## config.mk

```make
export PLATFORM = sky130hd
export DESIGN_NAME = tfc4_config
export DESIGN_NICKNAME = d
export VERILOG_FILES = /design/src/common/tfc4_pkg.sv /design/src/common/tfc4_pin_if.sv /design/src/hdl/tfc4_pin_mux.sv /design/src/hdl/tfc4_config.sv
export VERILOG_INCLUDE_DIRS = /design/src /design/src/common
export SDC_FILE = /design/constraint.sdc
export NUM_CORES = 1
export LEC_CHECK = 0
export ABC_AREA = 1
export ABC_CLOCK_PERIOD_IN_PS = 2300
export BUFFER_PORTS_ARGS = -buffer_cell sky130_fd_sc_hd__buf_2
export CAP_MARGIN = 20
export CORE_MARGIN = 4
export CORE_UTILIZATION = 57
export CTS_CLUSTER_DIAMETER = 50
export DETAILED_ROUTE_END_ITERATION = 10
export PLACE_DENSITY = 0.9
export SETUP_SLACK_MARGIN = 0.1
export SYNTH_ARGS = -nofsm -noshare
export SYNTH_HDL_FRONTEND = slang
export SYNTH_HIERARCHICAL = 1
export SYNTH_SLANG_ARGS = --single-unit
export TNS_END_PERCENT = 5
```

## constraint.sdc

```tcl
create_clock -name clk_sys -period 2.3 [get_ports clk_sys]
set_input_delay 0.46 -clock clk_sys [delete_from_list [all_inputs] [get_ports clk_sys]]
set_output_delay 0.46 -clock clk_sys [all_outputs]
set_load 0.01 [all_outputs]
```

## src/common/tfc4_defs.svh

```systemverilog
`ifndef TFC4_DEFS_SVH
`define TFC4_DEFS_SVH
// Register word indices as printed; the byte address is four times the index
`define TFC4_IDX_PINCFG 8'h7d
`define TFC4_IDX_TEST1 8'h7e
`define TFC4_IDX_TEST2 8'h7f
`define TFC4_IDX_CTRL 8'h80
`define TFC4_IDX_STATUS 8'h81
`define TFC4_IDX_MASK 8'h82
`define TFC4_IDX_LIMITS 8'h83
// Field positions of the pin and overtemperature configuration register
`define TFC4_F_PINSEL_LO 0
`define TFC4_F_OTDIS 2
`define TFC4_F_MAXDUTY 3
`define TFC4_F_BYP_LO 4
// Reset values
`define TFC4_RST_PINCFG 8'h00
`define TFC4_RST_TEST 8'h00
// Disable codes of the overtemperature limit
`define TFC4_OFF64_DISABLE 8'h00
`define TFC4_TWOS_DISABLE 8'h80
// Status bits
`define TFC4_ST_OVERTEMP 0
`define TFC4_ST_PINCHG 1
`define TFC4_ST_LOCKWR 2
`endif

```

## src/common/tfc4_pkg.sv

```systemverilog
package tfc4_pkg;
    typedef enum logic [1:0] {
        TFC4_PIN_FAN4 = 2'h0,
        TFC4_PIN_OVERTEMP = 2'h1,
        TFC4_PIN_ALERT = 2'h2,
        TFC4_PIN_GPIO = 2'h3
    } tfc4_pinsel_t;
    typedef enum logic [1:0] {
        TFC4_FAN_LOOP,
        TFC4_FAN_FULL,
        TFC4_FAN_MAXDUTY
    } tfc4_fanmode_t;
endpackage

```

## src/common/tfc4_pin_if.sv

```systemverilog
// Pin function selection and the signals routed through the shared pin
interface tfc4_pin_if;
    import tfc4_pkg::*;
    tfc4_pinsel_t sel;
    logic overtempDrive;
    logic alertDrive;
    logic gpioOut;
    logic gpioOe;
    logic padIn;
    logic padOut;
    logic padOe;
    logic fan4Speed;
    logic overtempIn;
    logic gpioIn;
    modport ctrl (output sel, overtempDrive, alertDrive, gpioOut, gpioOe, padIn,
        input padOut, padOe, fan4Speed, overtempIn, gpioIn);
    modport mux (input sel, overtempDrive, alertDrive, gpioOut, gpioOe, padIn,
        output padOut, padOe, fan4Speed, overtempIn, gpioIn);
endinterface

```

## src/hdl/tfc4_pin_mux.sv

```systemverilog
module tfc4_pin_mux
    import tfc4_pkg::*;
(
    input wire logic clk_sys,
    input wire logic rstn,
    input wire logic clkEn,
    tfc4_pin_if.mux pin
);
    // Registered routing; unselected inputs see their idle level: overtemp input high, fan4 speed and GPIO input low
    always_ff @(posedge clk_sys or negedge rstn)
    begin
        if (!rstn)
        begin
            pin.padOut <= 1'b0;
            pin.padOe <= 1'b0;
            pin.fan4Speed <= 1'b0;
            pin.overtempIn <= 1'b1;
            pin.gpioIn <= 1'b0;
        end
        else if (clkEn)
        begin
            pin.fan4Speed <= (pin.sel == TFC4_PIN_FAN4) ? pin.padIn : 1'b0;
            pin.overtempIn <= (pin.sel == TFC4_PIN_OVERTEMP) ? pin.padIn : 1'b1;
            pin.gpioIn <= (pin.sel == TFC4_PIN_GPIO) ? pin.padIn : 1'b0;
            unique case (pin.sel)
                TFC4_PIN_FAN4:
                begin
                    pin.padOut <= 1'b0;
                    pin.padOe <= 1'b0;
                end
                TFC4_PIN_OVERTEMP:
                begin
                    // Open drain, active low: drive only while asserting
                    pin.padOut <= 1'b0;
                    pin.padOe <= pin.overtempDrive;
                end
                TFC4_PIN_ALERT:
                begin
                    pin.padOut <= 1'b0;
                    pin.padOe <= pin.alertDrive;
                end
                TFC4_PIN_GPIO:
                begin
                    pin.padOut <= pin.gpioOut;
                    pin.padOe <= pin.gpioOe;
                end
            endcase
        end
    end
endmodule // tfc4_pin_mux

```

## src/hdl/tfc4_config.sv

```systemverilog
// Functional notes
// - Selector 00 fan4 speed input, 01 overtemp, 10 bus alert, 11 GPIO.
// - Overtemp output disable set suppresses overtemp output on all channels.
// - Disable clear: overtemp output follows per-channel enables and limits.
// - Offset-64 coding: limit of -64 degrees disables that channel.
// - Twos-complement coding: limit of -128 degrees disables that channel.
// - Max duty bit 0: overtemp drives fans to full speed.
// - Max duty bit 1: overtemp drives fans to programmed maximum duty.
// - Bits 4-7 bypass the four voltage attenuators, full scale 2.25 V.
// - Global lock set makes this register read-only; writes ignored.
// - Configuration register resets to zero: fan4 input, no bypass.
`include "tfc4_defs.svh"
module tfc4_config
    import tfc4_pkg::*;
(
    input wire logic clk_sys,
    input wire logic rstn,
    input wire logic clkEn,
    input wire logic psel,
    input wire logic penable,
    input wire logic pwrite,
    input wire logic [11:0] paddr,
    input wire logic [31:0] pwdata,
    output logic [31:0] prdata,
    output logic pready,
    output logic pslverr,
    input wire logic globalLock,
    input wire logic twosCompMode,
    input wire logic [2:0] chanOvertempEn,
    input wire logic [2:0] chanOverLimit,
    input wire logic alertRequest,
    input wire logic padIn,
    output logic padOut,
    output logic padOe,
    output logic fan4SpeedInput,
    output logic overtempSignalIn,
    output logic gpioInput,
    output logic overtempAsserted,
    output logic [1:0] fanMode,
    output logic [3:0] bypassAtten,
    output logic irq
);
    logic [7:0] pinCfg_reg;
    logic [7:0] limit_reg [3];
    logic [2:0] status_reg;
    logic [2:0] mask_reg;
    logic gpioOut_reg;
    logic gpioOe_reg;
    logic [1:0] padSync_reg;
    logic lockSync_reg;
    logic [2:0] chanActive;
    logic overtempNow;
    logic overtempPrev_reg;
    logic [31:0] rdata_next;
    logic accessPhase;
    logic writeStrobe;
    logic [9:0] wordIdx;
    logic pinChange;
    logic lockedWrite;
    logic [2:0] statusSet;
    logic statusClr;
    tfc4_pin_if pin();

    // Limit at its disable code turns one channel off
    function automatic logic limitDisables(input logic [7:0] lim, input logic twos);
        limitDisables = twos ? (lim == `TFC4_TWOS_DISABLE) : (lim == `TFC4_OFF64_DISABLE);
    endfunction

    // Word index of the current address; byte offsets within a word ignored
    function automatic logic hit(input logic [9:0] idx, input logic [7:0] reg_idx);
        hit = (idx == {2'h0, reg_idx});
    endfunction

    assign wordIdx = paddr[11:2];
    // Only the first access edge counts: the request still stands in the ready cycle
    assign accessPhase = psel && penable && clkEn && !pready;
    assign writeStrobe = accessPhase && pwrite;

    // Pad input crosses from outside, so two flops before any use
    always_ff @(posedge clk_sys or negedge rstn)
    begin
        if (!rstn)
            padSync_reg <= 2'h3;
        else if (clkEn)
            padSync_reg <= {padSync_reg[0], padIn};
    end

    // Lock comes from same-clock logic; registered once for a clean write gate
    always_ff @(posedge clk_sys or negedge rstn)
    begin
        if (!rstn)
            lockSync_reg <= 1'b0;
        else if (clkEn)
            lockSync_reg <= globalLock;
    end

    assign lockedWrite = writeStrobe && hit(wordIdx, `TFC4_IDX_PINCFG) && (globalLock || lockSync_reg);
    assign pinChange = writeStrobe && hit(wordIdx, `TFC4_IDX_PINCFG) && !lockedWrite
        && (pwdata[1:0] != pinCfg_reg[1:0]);

    // Configuration register; lock blocks writes from the same cycle on
    always_ff @(posedge clk_sys or negedge rstn)
    begin
        if (!rstn)
            pinCfg_reg <= `TFC4_RST_PINCFG;
        else if (writeStrobe && hit(wordIdx, `TFC4_IDX_PINCFG) && !lockedWrite)
            pinCfg_reg <= pwdata[7:0];
    end

    // Channel limits, GPIO control and mask are plain software state
    always_ff @(posedge clk_sys or negedge rstn)
    begin
        if (!rstn)
        begin
            limit_reg[0] <= 8'h7f;
            limit_reg[1] <= 8'h7f;
            limit_reg[2] <= 8'h7f;
            gpioOut_reg <= 1'b0;
            gpioOe_reg <= 1'b0;
            mask_reg <= 3'h0;
        end
        else if (writeStrobe)
        begin
            if (hit(wordIdx, `TFC4_IDX_LIMITS))
            begin
                limit_reg[0] <= pwdata[7:0];
                limit_reg[1] <= pwdata[15:8];
                limit_reg[2] <= pwdata[23:16];
            end
            if (hit(wordIdx, `TFC4_IDX_CTRL))
            begin
                gpioOut_reg <= pwdata[0];
                gpioOe_reg <= pwdata[1];
            end
            if (hit(wordIdx, `TFC4_IDX_MASK))
                mask_reg <= pwdata[2:0];
        end
    end

    // Per-channel permission: enable set and limit not at its disable code
    genvar ch;
    generate
        for (ch = 0; ch < 3; ch++)
        begin : g_chan
            assign chanActive[ch] = chanOvertempEn[ch] && chanOverLimit[ch]
                && !limitDisables(limit_reg[ch], twosCompMode);
        end
    endgenerate

    assign overtempNow = |chanActive;

    // Overtemp output and fan override; the fan override holds even with
    // the output disabled, since cooling must not depend on the pin
    always_ff @(posedge clk_sys or negedge rstn)
    begin
        if (!rstn)
        begin
            overtempAsserted <= 1'b0;
            fanMode <= TFC4_FAN_LOOP;
            overtempPrev_reg <= 1'b0;
        end
        else if (clkEn)
        begin
            overtempAsserted <= overtempNow && !pinCfg_reg[`TFC4_F_OTDIS];
            overtempPrev_reg <= overtempNow;
            if (!overtempNow)
                fanMode <= TFC4_FAN_LOOP;
            else if (pinCfg_reg[`TFC4_F_MAXDUTY])
                fanMode <= TFC4_FAN_MAXDUTY;
            else
                fanMode <= TFC4_FAN_FULL;
        end
    end

    // Attenuator bypass, one bit per rail, straight from the register
    always_ff @(posedge clk_sys or negedge rstn)
    begin
        if (!rstn)
            bypassAtten <= 4'h0;
        else if (clkEn)
            bypassAtten <= pinCfg_reg[`TFC4_F_BYP_LO +: 4];
    end

    // Status events and the write-one clear strobe
    assign statusSet[`TFC4_ST_OVERTEMP] = overtempNow && !overtempPrev_reg;
    assign statusSet[`TFC4_ST_PINCHG] = pinChange;
    assign statusSet[`TFC4_ST_LOCKWR] = lockedWrite;
    assign statusClr = writeStrobe && hit(wordIdx, `TFC4_IDX_STATUS);

    // Sticky status; a new event wins over a write-one clear in the same cycle
    always_ff @(posedge clk_sys or negedge rstn)
    begin
        if (!rstn)
            status_reg <= 3'h0;
        else if (clkEn)
            status_reg <= statusSet | (status_reg & ~(pwdata[2:0] & {3{statusClr}}));
    end

    always_ff @(posedge clk_sys or negedge rstn)
    begin
        if (!rstn)
            irq <= 1'b0;
        else if (clkEn)
            irq <= |(status_reg & mask_reg);
    end

    // Read mux; test registers are constant reserved words
    always_comb
    begin
        rdata_next = 32'h0;
        if (hit(wordIdx, `TFC4_IDX_PINCFG))
            rdata_next = {24'h0, pinCfg_reg};
        else if (hit(wordIdx, `TFC4_IDX_TEST1) || hit(wordIdx, `TFC4_IDX_TEST2))
            rdata_next = {24'h0, `TFC4_RST_TEST};
        else if (hit(wordIdx, `TFC4_IDX_CTRL))
            rdata_next = {29'h0, lockSync_reg, gpioOe_reg, gpioOut_reg};
        else if (hit(wordIdx, `TFC4_IDX_STATUS))
            rdata_next = {29'h0, status_reg};
        else if (hit(wordIdx, `TFC4_IDX_MASK))
            rdata_next = {29'h0, mask_reg};
        else if (hit(wordIdx, `TFC4_IDX_LIMITS))
            rdata_next = {8'h0, limit_reg[2], limit_reg[1], limit_reg[0]};
    end

    // APB answer: one wait state, pready pulses in the second access cycle
    always_ff @(posedge clk_sys or negedge rstn)
    begin
        if (!rstn)
        begin
            pready <= 1'b0;
            prdata <= 32'h0;
            pslverr <= 1'b0;
        end
        else if (clkEn)
        begin
            pready <= psel && penable && !pready;
            prdata <= (psel && !pwrite) ? rdata_next : 32'h0;
            pslverr <= psel && penable && !pready && (wordIdx < {2'h0, `TFC4_IDX_PINCFG}
                || wordIdx > {2'h0, `TFC4_IDX_LIMITS});
        end
    end

    assign pin.sel = tfc4_pinsel_t'(pinCfg_reg[`TFC4_F_PINSEL_LO +: 2]);
    assign pin.overtempDrive = overtempNow && !pinCfg_reg[`TFC4_F_OTDIS];
    assign pin.alertDrive = alertRequest || irq;
    assign pin.gpioOut = gpioOut_reg;
    assign pin.gpioOe = gpioOe_reg;
    assign pin.padIn = padSync_reg[1];
    assign padOut = pin.padOut;
    assign padOe = pin.padOe;
    assign fan4SpeedInput = pin.fan4Speed;
    assign overtempSignalIn = pin.overtempIn;
    assign gpioInput = pin.gpioIn;

    tfc4_pin_mux u_mux (
        .clk_sys(clk_sys),
        .rstn(rstn),
        .clkEn(clkEn),
        .pin(pin.mux)
    );
endmodule // tfc4_config

```

==> results of run 1 <==
[power breakdown]
group | internal [µW] | total [µW] | switching, µW
combinational | 79.5 | 229 | 150
sequential | 1490 | 1500 | 12.1
clock | 541 | 1090 | 551
[worst max-delay path by stage]
stage,start,to,slack (ns),cells past startpoint
2_1_floorplan,paddr[5],limit_reg[15],0.68,6
3_3_place_gp,paddr[11],pinCfg_reg[5],0.35,9
3_5_place_dp,paddr[11],pinCfg_reg[0],0.30,9
4_1_cts,pready,limit_reg[15],0.61,6
5_1_grt,pready,limit_reg[15],0.54,6
6_report,pready,limit_reg[15],0.60,6
[metal layers]
layer / up-vias / routed length (µm)
met3: 29 / 599
li1: 1607 / -
met5: - / 0
met4: 0 / 244
met1: 1652 / 4100
met2: 161 / 5110
[placed cells by master (no fill, tap or decap), types with 2 or more instances in the layout]
| cell type | count |
|---|---|
| nand3_2 | 3 |
| nor3_1 | 7 |
| o21ai_2 | 6 |
| mux2_4 | 18 |
| dfstp_2 | 24 |
| buf_4 | 9 |
| nand3b_1 | 2 |
| nand2_2 | 3 |
| nand4_1 | 7 |
| nor2_4 | 3 |
| nor3_4 | 2 |
| o21ai_0 | 41 |
| nand3_1 | 34 |
| conb_1 | 8 |
| inv_6 | 3 |
| a22oi_1 | 2 |
| inv_1 | 30 |
| inv_2 | 5 |
| nor2_1 | 13 |
| a21oi_1 | 4 |
| dfrtp_1 | 59 |
| buf_2 | 87 |
| xnor2_1 | 3 |
| nand2_1 | 130 |
| or2_2 | 4 |
| o21ai_1 | 2 |
| nor4_1 | 3 |
| clkbuf_8 | 10 |
[cell families after synthesis]
| logic type | after synthesis |
|---|---|
| buffers and inverters | 57 |
| xor gates and xnor gates | 3 |
| other | 1 |
| and+or+nand+nor | 213 |
| AOI/OAI and AO/OA | 61 |
| muxes | 18 |
| DFF | 83 |
[final cells by class]
| cell class | count | area (µm²) |
|---|---|---|
| flip-flops and latches | 83 | 2110 |
| fillers | 501 | 2070 |
| multi-input cells | 303 | 1660 |
| repair buffers | 97 | 523 |
| clock buffers | 10 | 138 |
| inverters | 36 | 135 |
| well taps | 96 | 120 |
| clock inverters | 6 | 68.8 |
| diodes | 1 | 2.50 |
[stage by stage]
| step | power, µW | hold slack (ns) |
|---|---|---|
| 4_1_cts | 2820 | 0.0446 |
| 3_5_place_dp | 1750 | 0.431 |
| 3_3_place_gp | 1740 | 0.426 |
| 2_1_floorplan | 1640 | 0.164 |
| 5_1_grt | 2930 | 0.0666 |
| 6_report | 2820 | 0.0443 |
==> results.md, run 1 <==
- Status: finished, final reports clean
- Post-Synth Adder-Cell Area: 0%
- Simple-gate share of the synthesized area: 24.4%
- CP Launch Type: register
- Crit path buf inv count: 2
- TritonCTS Buffers: 9
- Chip height: 92.0 µm
- Post-CTS setup buffer count: 0
- Ys Warns: 6
- Met2 Usage GRT: 40.1%
- Arrival time at the worst endpoint: 1.96 ns
- CP Class: reg -> reg
- Global-route wire length before repair: 16.1 mm
- Final non-filler cell area: 0.00476 mm²
- Post-synth cell types: 36
- Gpl congestion: 0.887
- Clock transition at path regs: 0.10 ns
- Cell with the most instances after synthesis: nand2_1
- Worst setup EP type: register
- Pleak: 0.00245 µW
- VDD IR max: 0.000361 V
- Post-synth ARST share: 100%
- Clock tree buffer depth: 2
- Die area: 0.00846 mm²
- Mapped Avg Cell Area: 9.21 µm²
- Root buffer cell: clkbuf_8
- Post-synth EDFFs: 0
- H-tree Lvls: 3
- Area fraction in compound gates after synthesis: 8.81%
- Placed insts: 615
- CP delay by family, top: simple AND/OR/NAND/NOR gates
- Vias per cell: 5.46
- Tmin final: 1.70 ns
- Routed WL: 10.1 mm
- Pre-CTS WS: 0.298 ns
- Post_cts resized: 0
- Req. time, crit path: 2.55 ns
- Reg2reg setup slack: 0.60 ns
- Sequential area share after synthesis: 52.4%
- Cells along the critical path: inv_1, nand4_2, nor2_4, nand3_2, buf_4, mux2_4
- Cts hold-fix bufs: 0
- Post-placement cell area: 0.00455 mm²
- DRT iter0 DRCs: 260
- Fin cells: 632
- CTS tree: done
- Nets: 590
- Drt pass-1 iters: 5
- Setup tns final: 0 ns
- R2r endpoint: limit_reg[15]
- DRC violations left: 0
- Max Freq: 587 MHz
- Share of the synthesized area in the top cell type: 36.7%
- Max Cap Viol: 0
- GRT Overall Usage: 24.1%
- Crit share post-route: 74.1%
- Largest net degree at the start of global routing: 50
- Layout area overhead: 18.4%
- Clock tree sinks: 83
- IO buf count: 88
- Starting density of the core: 58.8%
- Max stage delay on crit path: 0.39 ns
- Post-synthesis mux area share: 6.73%
- Routed Antenna Nets: 0
- Initial antenna violation count: 0
- Worst r2r src: pready
- GR peak layer: met2
- R2R depth: 6
- Core Area: 0.00683 mm²
- Grt total ovfl: 0
- Post-synth top cells: nand2_1, dfrtp_1, o21ai_0
- Power per cell area: 593 mW/mm²
- Final hold violations: 0
- Synth Instances: 436
- Final Max Tran Viols: 0
- Largest area contributor in the netlist: dfrtp_1
- Main combinational cell family by area after synthesis: simple AND/OR/NAND/NOR gates
- Grt met3 use: 4.51%
- Die Width: 92.0 µm
- Fin Clk Skew: 0.0165 ns
- Top post-synthesis cells by area: dfrtp_1, dfstp_2, nand2_1
- Number of global-route vias before repair: 3398
- Slowest CP cell: dfrtp_1
- HP Class: in -> async
- Layout Utilization: 69.6%
- Via Count: 3449
- Clock latency on the worst-skew pair: 0.36 ns
- RSZ-0062 raised after global routing: no
- Routed wire per std cell: 15.9 µm
- Mapped cell area: 0.00402 mm²
- I/O pin count: 107
- Met1 usage: 30.8%
- Detailed Place HPWL: 7.40 mm
- Number of synthesized register bits: 83
- Synth Flop Type: dfrtp_1
- # rows: 30
- XOR/XNOR share of the synthesized area: 0.654%
- Worst setup margin: 0.595 ns
- Final setup fails: 0
- Share of cells above drive strength 1: 34.4%
- Crit Path Max Fanout: 30
(Power assumes the default switching activity.)
==> inputs of run 2 (changes only) <==
--- a/config.mk
+++ b/config.mk
@@ -6,15 +6,15 @@
 export SDC_FILE = /design/constraint.sdc
 export NUM_CORES = 1
 export LEC_CHECK = 0
-export ABC_AREA = 1
-export ABC_CLOCK_PERIOD_IN_PS = 2300
+export ABC_AREA = 0
+export ABC_CLOCK_PERIOD_IN_PS = 1800
 export BUFFER_PORTS_ARGS = -buffer_cell sky130_fd_sc_hd__buf_2
 export CAP_MARGIN = 20
 export CORE_MARGIN = 4
-export CORE_UTILIZATION = 57
+export CORE_UTILIZATION = 51
 export CTS_CLUSTER_DIAMETER = 50
 export DETAILED_ROUTE_END_ITERATION = 10
-export PLACE_DENSITY = 0.9
+export PLACE_DENSITY = 0.84
 export SETUP_SLACK_MARGIN = 0.1
 export SYNTH_ARGS = -nofsm -noshare
 export SYNTH_HDL_FRONTEND = slang
==> constraint.sdc (replaced) <==
create_clock -name clk_sys -period 1.8 [get_ports clk_sys]
set_input_delay 0.36 -clock clk_sys [delete_from_list [all_inputs] [get_ports clk_sys]]
set_output_delay 0.36 -clock clk_sys [all_outputs]
set_load 0.01 [all_outputs]
==> results.md, run 2 <==
- Status: finished with violations
- Violated checks: design-rule violations, negative setup slack
- Number of global-route vias before repair: 2985 (-12%)
- CP Class: in -> reg
- CP Launch Type: input pin
- GRT Overall Usage: 22.1% (-2.0 points)
- Post-synth top cells: dfrtp_1, mux2_2, dfstp_2
- I/O pin count: 107 (unchanged)
- Worst setup margin: -0.0869 ns (-0.682 ns)
- Initial antenna violation count: 0 (unchanged)
- Max Cap Viol: 0 (unchanged)
- Nets: 455 (-23%)
- Slowest CP cell: or4_4
- Commonest cells after routing, fill and taps aside: buf_2, dfrtp_1, mux2_2
- Number of synthesized register bits: 83 (unchanged)
- Post-synth EDFFs: 0 (unchanged)
- Via Count: 2780 (-19%)
- Max stage delay on crit path: 0.54 ns (+0.15 ns)
- TritonCTS Buffers: 9 (unchanged)
- Pre-CTS WS: -0.418 ns (-0.717 ns)
- Starting density of the core: 53.1% (-5.7 points)
- Final non-filler cell area: 0.00465 mm² (-2.2%)
- Pleak: 0.00227 µW (-7.3%)
- R2R depth: 5 (-1)
- Top post-synthesis cells by area: dfrtp_1, dfstp_2, mux2_2
- Final hold violations: 0 (unchanged)
- CP delay by family, top: simple AND/OR/NAND/NOR gates
- Mapped Avg Cell Area: 13.0 µm² (+41%)
- Final setup fails: 10 (+10)
- Root buffer cell: clkbuf_8
- DRT iter0 DRCs: 162 (-38%)
- Clock tree sinks: 83 (unchanged)
- HP Class: in -> reg
- Worst r2r src: pready
- Vias per cell: 5.60 (+2.7%)
- Post-synth cell types: 45 (+25%)
- # rows: 30 (unchanged)
- RSZ-0062 raised after global routing: yes
- Global-route wire length before repair: 14.8 mm (-8.3%)
- Worst setup EP type: register
- Share of the synthesized area in the top cell type: 40.5% (+3.7 points)
- Setup tns final: -0.201 ns (-0.201 ns)
- Sequential area share after synthesis: 57.7% (+5.3 points)
- Gpl congestion: 0.846 (-4.6%)
- Layout area overhead: 27.5%
- Die Width: 92.6 µm (+0.70%)
- Cells along the critical path: buf_6, or4_4, or3_4, nor4b_4, mux2_1
- Cell with the most instances after synthesis: dfrtp_1
- Core Area: 0.00687 mm² (+0.55%)
- Mapped cell area: 0.00365 mm² (-9.2%)
- Synth Flop Type: dfrtp_1
- Max Freq: 530 MHz
- Req. time, crit path: 2.03 ns (-0.52 ns)
- DRC violations left: 2 (+2)
- Post-placement cell area: 0.00433 mm² (-4.8%)
- Fin cells: 496 (-22%)
- Ys Warns: 6 (unchanged)
- Total power: 3590 µW (+27%)
- WP depth: 5 (-1)
- CTS tree: done
- Crit path buf inv count: 1 (-1)
- Die area: 0.00857 mm² (+1.4%)
- Drt pass-1 iters: 7 (+2)
- VDD IR max: 0.000509 V (+41%)
- Final Max Tran Viols: 0 (unchanged)
- Share of cells above drive strength 1: 52.8% (+18 points)
- Placed insts: 476 (-23%)
- Chip height: 92.6 µm (+0.70%)
- Post-synth ARST share: 100% (unchanged)
- Power per cell area: 771 mW/mm² (+30%)
- Arrival time at the worst endpoint: 2.11 ns (+0.15 ns)
- IO buf count: 88 (unchanged)
- Commonest non-fill, non-tap cell in the layout: buf_2
- Antenna cells: 0 (-1)
- Routed wire per std cell: 18.8 µm (+18%)
- Crit Path Max Fanout: 3 (-90%)
- Clock tree buffer depth: 2 (unchanged)
- Detailed Place HPWL: 6.44 mm (-13%)
- FILL cells: 510 (+1.8%)
- Critical Path Source: paddr[5]
- Worst hold stages: 2
- Clock latency on the worst-skew pair: 0.35 ns (about the same)
- Largest net degree at the start of global routing: 37 (-26%)
- Hold Crit Start: pwdata[10]
- Tmin final: 1.89 ns
- H-tree Lvls: 3 (unchanged)
- Routed Antenna Nets: 0 (unchanged)
- Grt total ovfl: 0 (unchanged)
- Largest area contributor in the netlist: dfrtp_1
- Clock transition at path regs: 0.09 ns (about the same)
- Synth Instances: 281 (-36%)
- Fin Clk Skew: 0.0115 ns (-0.00500 ns)
- Routed WL: 9.34 mm (-7.1%)
- Crit share post-route: 105%
run 2: layout make-up:
class | instances | area (µm²) | share of cell area, %
clock buffer | 9 | 124 | 2.66
sequential | 83 | 2110 | 45.3
inverter | 13 | 48.8 | 1.05
clock inverter | 7 | 82.6 | 1.77
timing repair buffer | 117 | 714 | 15.3
tap | 96 | 120 | 2.58
multi-input combinational | 171 | 1460 | 31.3
run 2: worst register-to-register path: cells and delay by family (launching register included):
kind	cells	cell delay (ns)
buffers and inverters	1	0.16
and+or+nand+nor	3	0.73
muxes	1	0.39
DFF	1	0.38
run 2: cells by family (layout without fill, tap and decap cells):
logic type	count (synthesis)	count (layout)	synth area share [%]
mux	48	48	15.7
compound gates	55	55	11.0
flops	83	83	57.7
xor+xnor	5	5	1.20
simple gates	55	55	9.67
other cells	1	8	0.103
buf+inv	34	146	4.56
run 2: per-layer routing:
layer	up-vias	global-route usage (%)	share of wire [%]
met4	0	9.90	3.1
met2	124	38.1	51
li1	1244	-	-
met1	1382	27.1	39
met5	-	0	0
met3	30	3.90	6.0
run 2: what timing repair did:
item | CTS | global route
hold buffers | 1 | 0
hold endpoints to repair | 22 | 0
buffers inserted | 0 | 2
pin swaps | 1 | 1
gates resized for setup | 4 | 17
gates cloned | 0 | 1
endpoints found under the setup margin | 30 | 47
run 2: final timing paths:
kind | slack [ns] | end
max | -0.09 | mask_reg[2]
min | 0.23 | limit_reg[10]
max reg2reg | 0.02 | mask_reg[2]
min reg2reg | 0.48 | status_reg[0]
max in group asynchronous | 0.65 | limit_reg[2]
min in group asynchronous | 0.51 | overtempPrev_reg
run 2: per-stage QoR:
step / hold slack, ns / util, %
2_1_floorplan: 0.0644 / -
3_3_place_gp: 0.344 / 63.1
3_5_place_dp: 0.346 / 63.1
4_1_cts: 0.221 / 66.4
5_1_grt: 0.220 / 67.8
6_report: 0.232 / 67.8
run 2: report_power, final:
| part | switching (µW) | total, µW | internal (µW) | leakage (µW) |
|---|---|---|---|---|
| Clock | 726 | 1390 | 663 | 0.0000984 |
| Sequential | 15.1 | 1910 | 1900 | 0.00105 |
| Combinational | 163 | 287 | 124 | 0.00112 |
==> inputs of run 3 (changes only) <==
--- a/config.mk
+++ b/config.mk
@@ -15,6 +15,7 @@
 export CTS_CLUSTER_DIAMETER = 50
 export DETAILED_ROUTE_END_ITERATION = 10
 export PLACE_DENSITY = 0.84
+export REMOVE_ABC_BUFFERS = 1
 export SETUP_SLACK_MARGIN = 0.1
 export SYNTH_ARGS = -nofsm -noshare
 export SYNTH_HDL_FRONTEND = slang
==> results.md, run 3 (synthesis gave the netlist of run 2 again) <==
- Clock latency on the worst-skew pair: 0.36 ns (about the same)
- Final setup fails: 2 (-8)
- Final non-filler cell area: 0.00467 mm² (+0.35%)
- Worst setup margin: -0.00226 ns (+0.0847 ns)
- Sw Pwr: 887 µW (-1.9%)
- Max Freq: 555 MHz (+4.7%)
- Core Area: 0.00687 mm² (unchanged)
- Crit share post-route: 100% (-4.7 points)
- Number of global-route vias before repair: 2784 (-6.7%)
- Violated checks: negative setup slack
- Comb pwr share: 8.2% (+0.2 points)
- Post-placement cell area: 0.00436 mm² (+0.55%)
- TritonCTS Buffers: 9 (unchanged)
- Clock tree buffer depth: 2 (unchanged)
- GRT Overall Usage: 20.4% (-1.7 points)
- I/O pin count: 107 (unchanged)
- RSZ-0062 raised after global routing: yes
- DRT iter0 DRCs: 167 (+3.1%)
- Initial antenna violation count: 0 (unchanged)
- Routed wire per std cell: 17.5 µm (-7.0%)
- FILL cells: 509 (-0.20%)
- Clock group share of total power: 36.5% (-2.2 points)
- Drt pass-1 iters: 4 (-3)
- Switch share: 25.6% (+0.45 points)
- R2r endpoint: limit_reg[12]
- Commonest cells after routing, fill and taps aside: buf_2, dfrtp_1, buf_4
- Final Max Tran Viols: 0 (unchanged)
- Reg2reg setup slack: 0.03 ns (about the same)
- Largest net degree at the start of global routing: 34 (-8.1%)
- Tmin final: 1.80 ns (-0.0847 ns)
- Detailed Place HPWL: 6.28 mm (-2.5%)
- Internal: 2570 µW (-4.2%)
- Layout area overhead: 28.0%
- Starting density of the core: 53.1% (unchanged)
- CTS tree: done
- Clock tree sinks: 83 (unchanged)
- IO buf count: 88 (unchanged)
- Crit Path Max Fanout: 3 (unchanged)
- Commonest non-fill, non-tap cell in the layout: buf_2
- Final hold violations: 0 (unchanged)
- Share of cells above drive strength 1: 52.9% (+0.13 points)
- Pleak: 0.00229 µW (+0.82%)
- Routed WL: 8.67 mm (-7.2%)
- Root buffer cell: clkbuf_8
- Power per cell area: 741 mW/mm² (-3.9%)
- Gpl congestion: 0.877 (+3.6%)
- Die Width: 92.6 µm (unchanged)
- Worst r2r src: pready
- Chip height: 92.6 µm (unchanged)
- Nets: 454 (-0.22%)
- Fin Clk Skew: 0.0114 ns (-0.0000190 ns)
- Arrival time at the worst endpoint: 2.04 ns (-0.07 ns)
- Antenna cells: 0 (unchanged)
- HP Class: in -> reg
- Via Count: 2728 (-1.9%)
- Status: finished with violations
- # rows: 30 (unchanged)
- Clock transition at path regs: 0.09 ns (about the same)
- Vias per cell: 5.51 (-1.7%)
- Grt total ovfl: 0 (unchanged)
- Global-route wire length before repair: 13.7 mm (-7.4%)
- CP Launch Type: input pin
- VDD IR max: 0.000541 V (+6.3%)
- CP Class: in -> reg
- Hold Worst Slack: 0.228 ns (-0.00339 ns)
- Max Cap Viol: 0 (unchanged)
- Critical Path Source: paddr[4]
- Seq pwr share: 55.3% (+2.0 points)
- DRC violations left: 0 (-2)
- Die area: 0.00857 mm² (unchanged)
- R2R depth: 5 (unchanged)
- Critical Path Sink: mask_reg[1]
- Total power: 3460 µW (-3.6%)
- Routed Antenna Nets: 0 (unchanged)
- Worst setup EP type: register
- H-tree Lvls: 3 (unchanged)
- Req. time, crit path: 2.04 ns (about the same)
[run 3: how the worst min path moves through the flow]
stage               cells after the start             end        from
floorplan                               0  bypassAtten[0]        rstn
global placement                        1  bypassAtten[0]        rstn
finish                                  2   limit_reg[13]  pwdata[13]
CTS                                     2   limit_reg[13]  pwdata[13]
detailed placement                      1  bypassAtten[0]        rstn
global route                            2   limit_reg[13]  pwdata[13]
[run 3: what timing repair did]
action / 4_1_cts / 5_1_grt
gates resized for setup: 16 / 10
pin swaps: 4 / 2
cloned: 0 / 0
hold buffers: 1 / 0
endpoints found under the hold margin: 24 / 0
endpoints found under the setup margin: 55 / 38
setup buffers: 0 / 0
[run 3: critical path, stage by stage]
cell,delay [ns]
buf_2,0.11
or4_4,0.52
or3_4,0.37
nor4b_4,0.33
mux2_1,0.36
[run 3: per-stage QoR]
| stage | cells | worst slack [ns] | TNS (ns) | util [%] |
|---|---|---|---|---|
| CTS | 495 | -0.0265 | -0.0554 | 67.3 |
| finish | 495 | -0.00226 | -0.00251 | 68.0 |
| global placement | 478 | -0.401 | -16.37 | 63.4 |
| global route | 495 | -0.0567 | -0.261 | 68.0 |
| floorplan | 267 | -1.23 | -39.23 | - |
| detailed placement | 478 | -0.413 | -16.93 | 63.4 |
[run 3: metal layers]
layer | up-vias | global-route usage, % | wire [µm]
li1 | 1243 | - | -
met1 | 1383 | 27.4 | 3800
met2 | 82 | 32.7 | 4250
met3 | 20 | 3.01 | 439
met4 | 0 | 9.16 | 182
met5 | - | 0 | 0
[run 3: power by group through the flow]
stage	sequential (µW)	clock, µW	combinational [µW]
detailed placement	1950	0	278
floorplan	1950	0	80.6
CTS	1910	1280	286
global placement	1950	0	272
finish	1910	1260	285
global route	1920	1350	314
[run 3: area by class of cell]
| type | instances | area [µm²] | share of cell area (%) |
|---|---|---|---|
| Tap cell | 96 | 120 | 2.57 |
| Inverter | 13 | 48.8 | 1.04 |
| Clock inverter | 6 | 50.0 | 1.07 |
| Multi-Input combinational cell | 171 | 1520 | 32.5 |
| Clock buffer | 10 | 138 | 2.95 |
| Timing Repair Buffer | 116 | 691 | 14.8 |
| Sequential cell | 83 | 2110 | 45.1 |
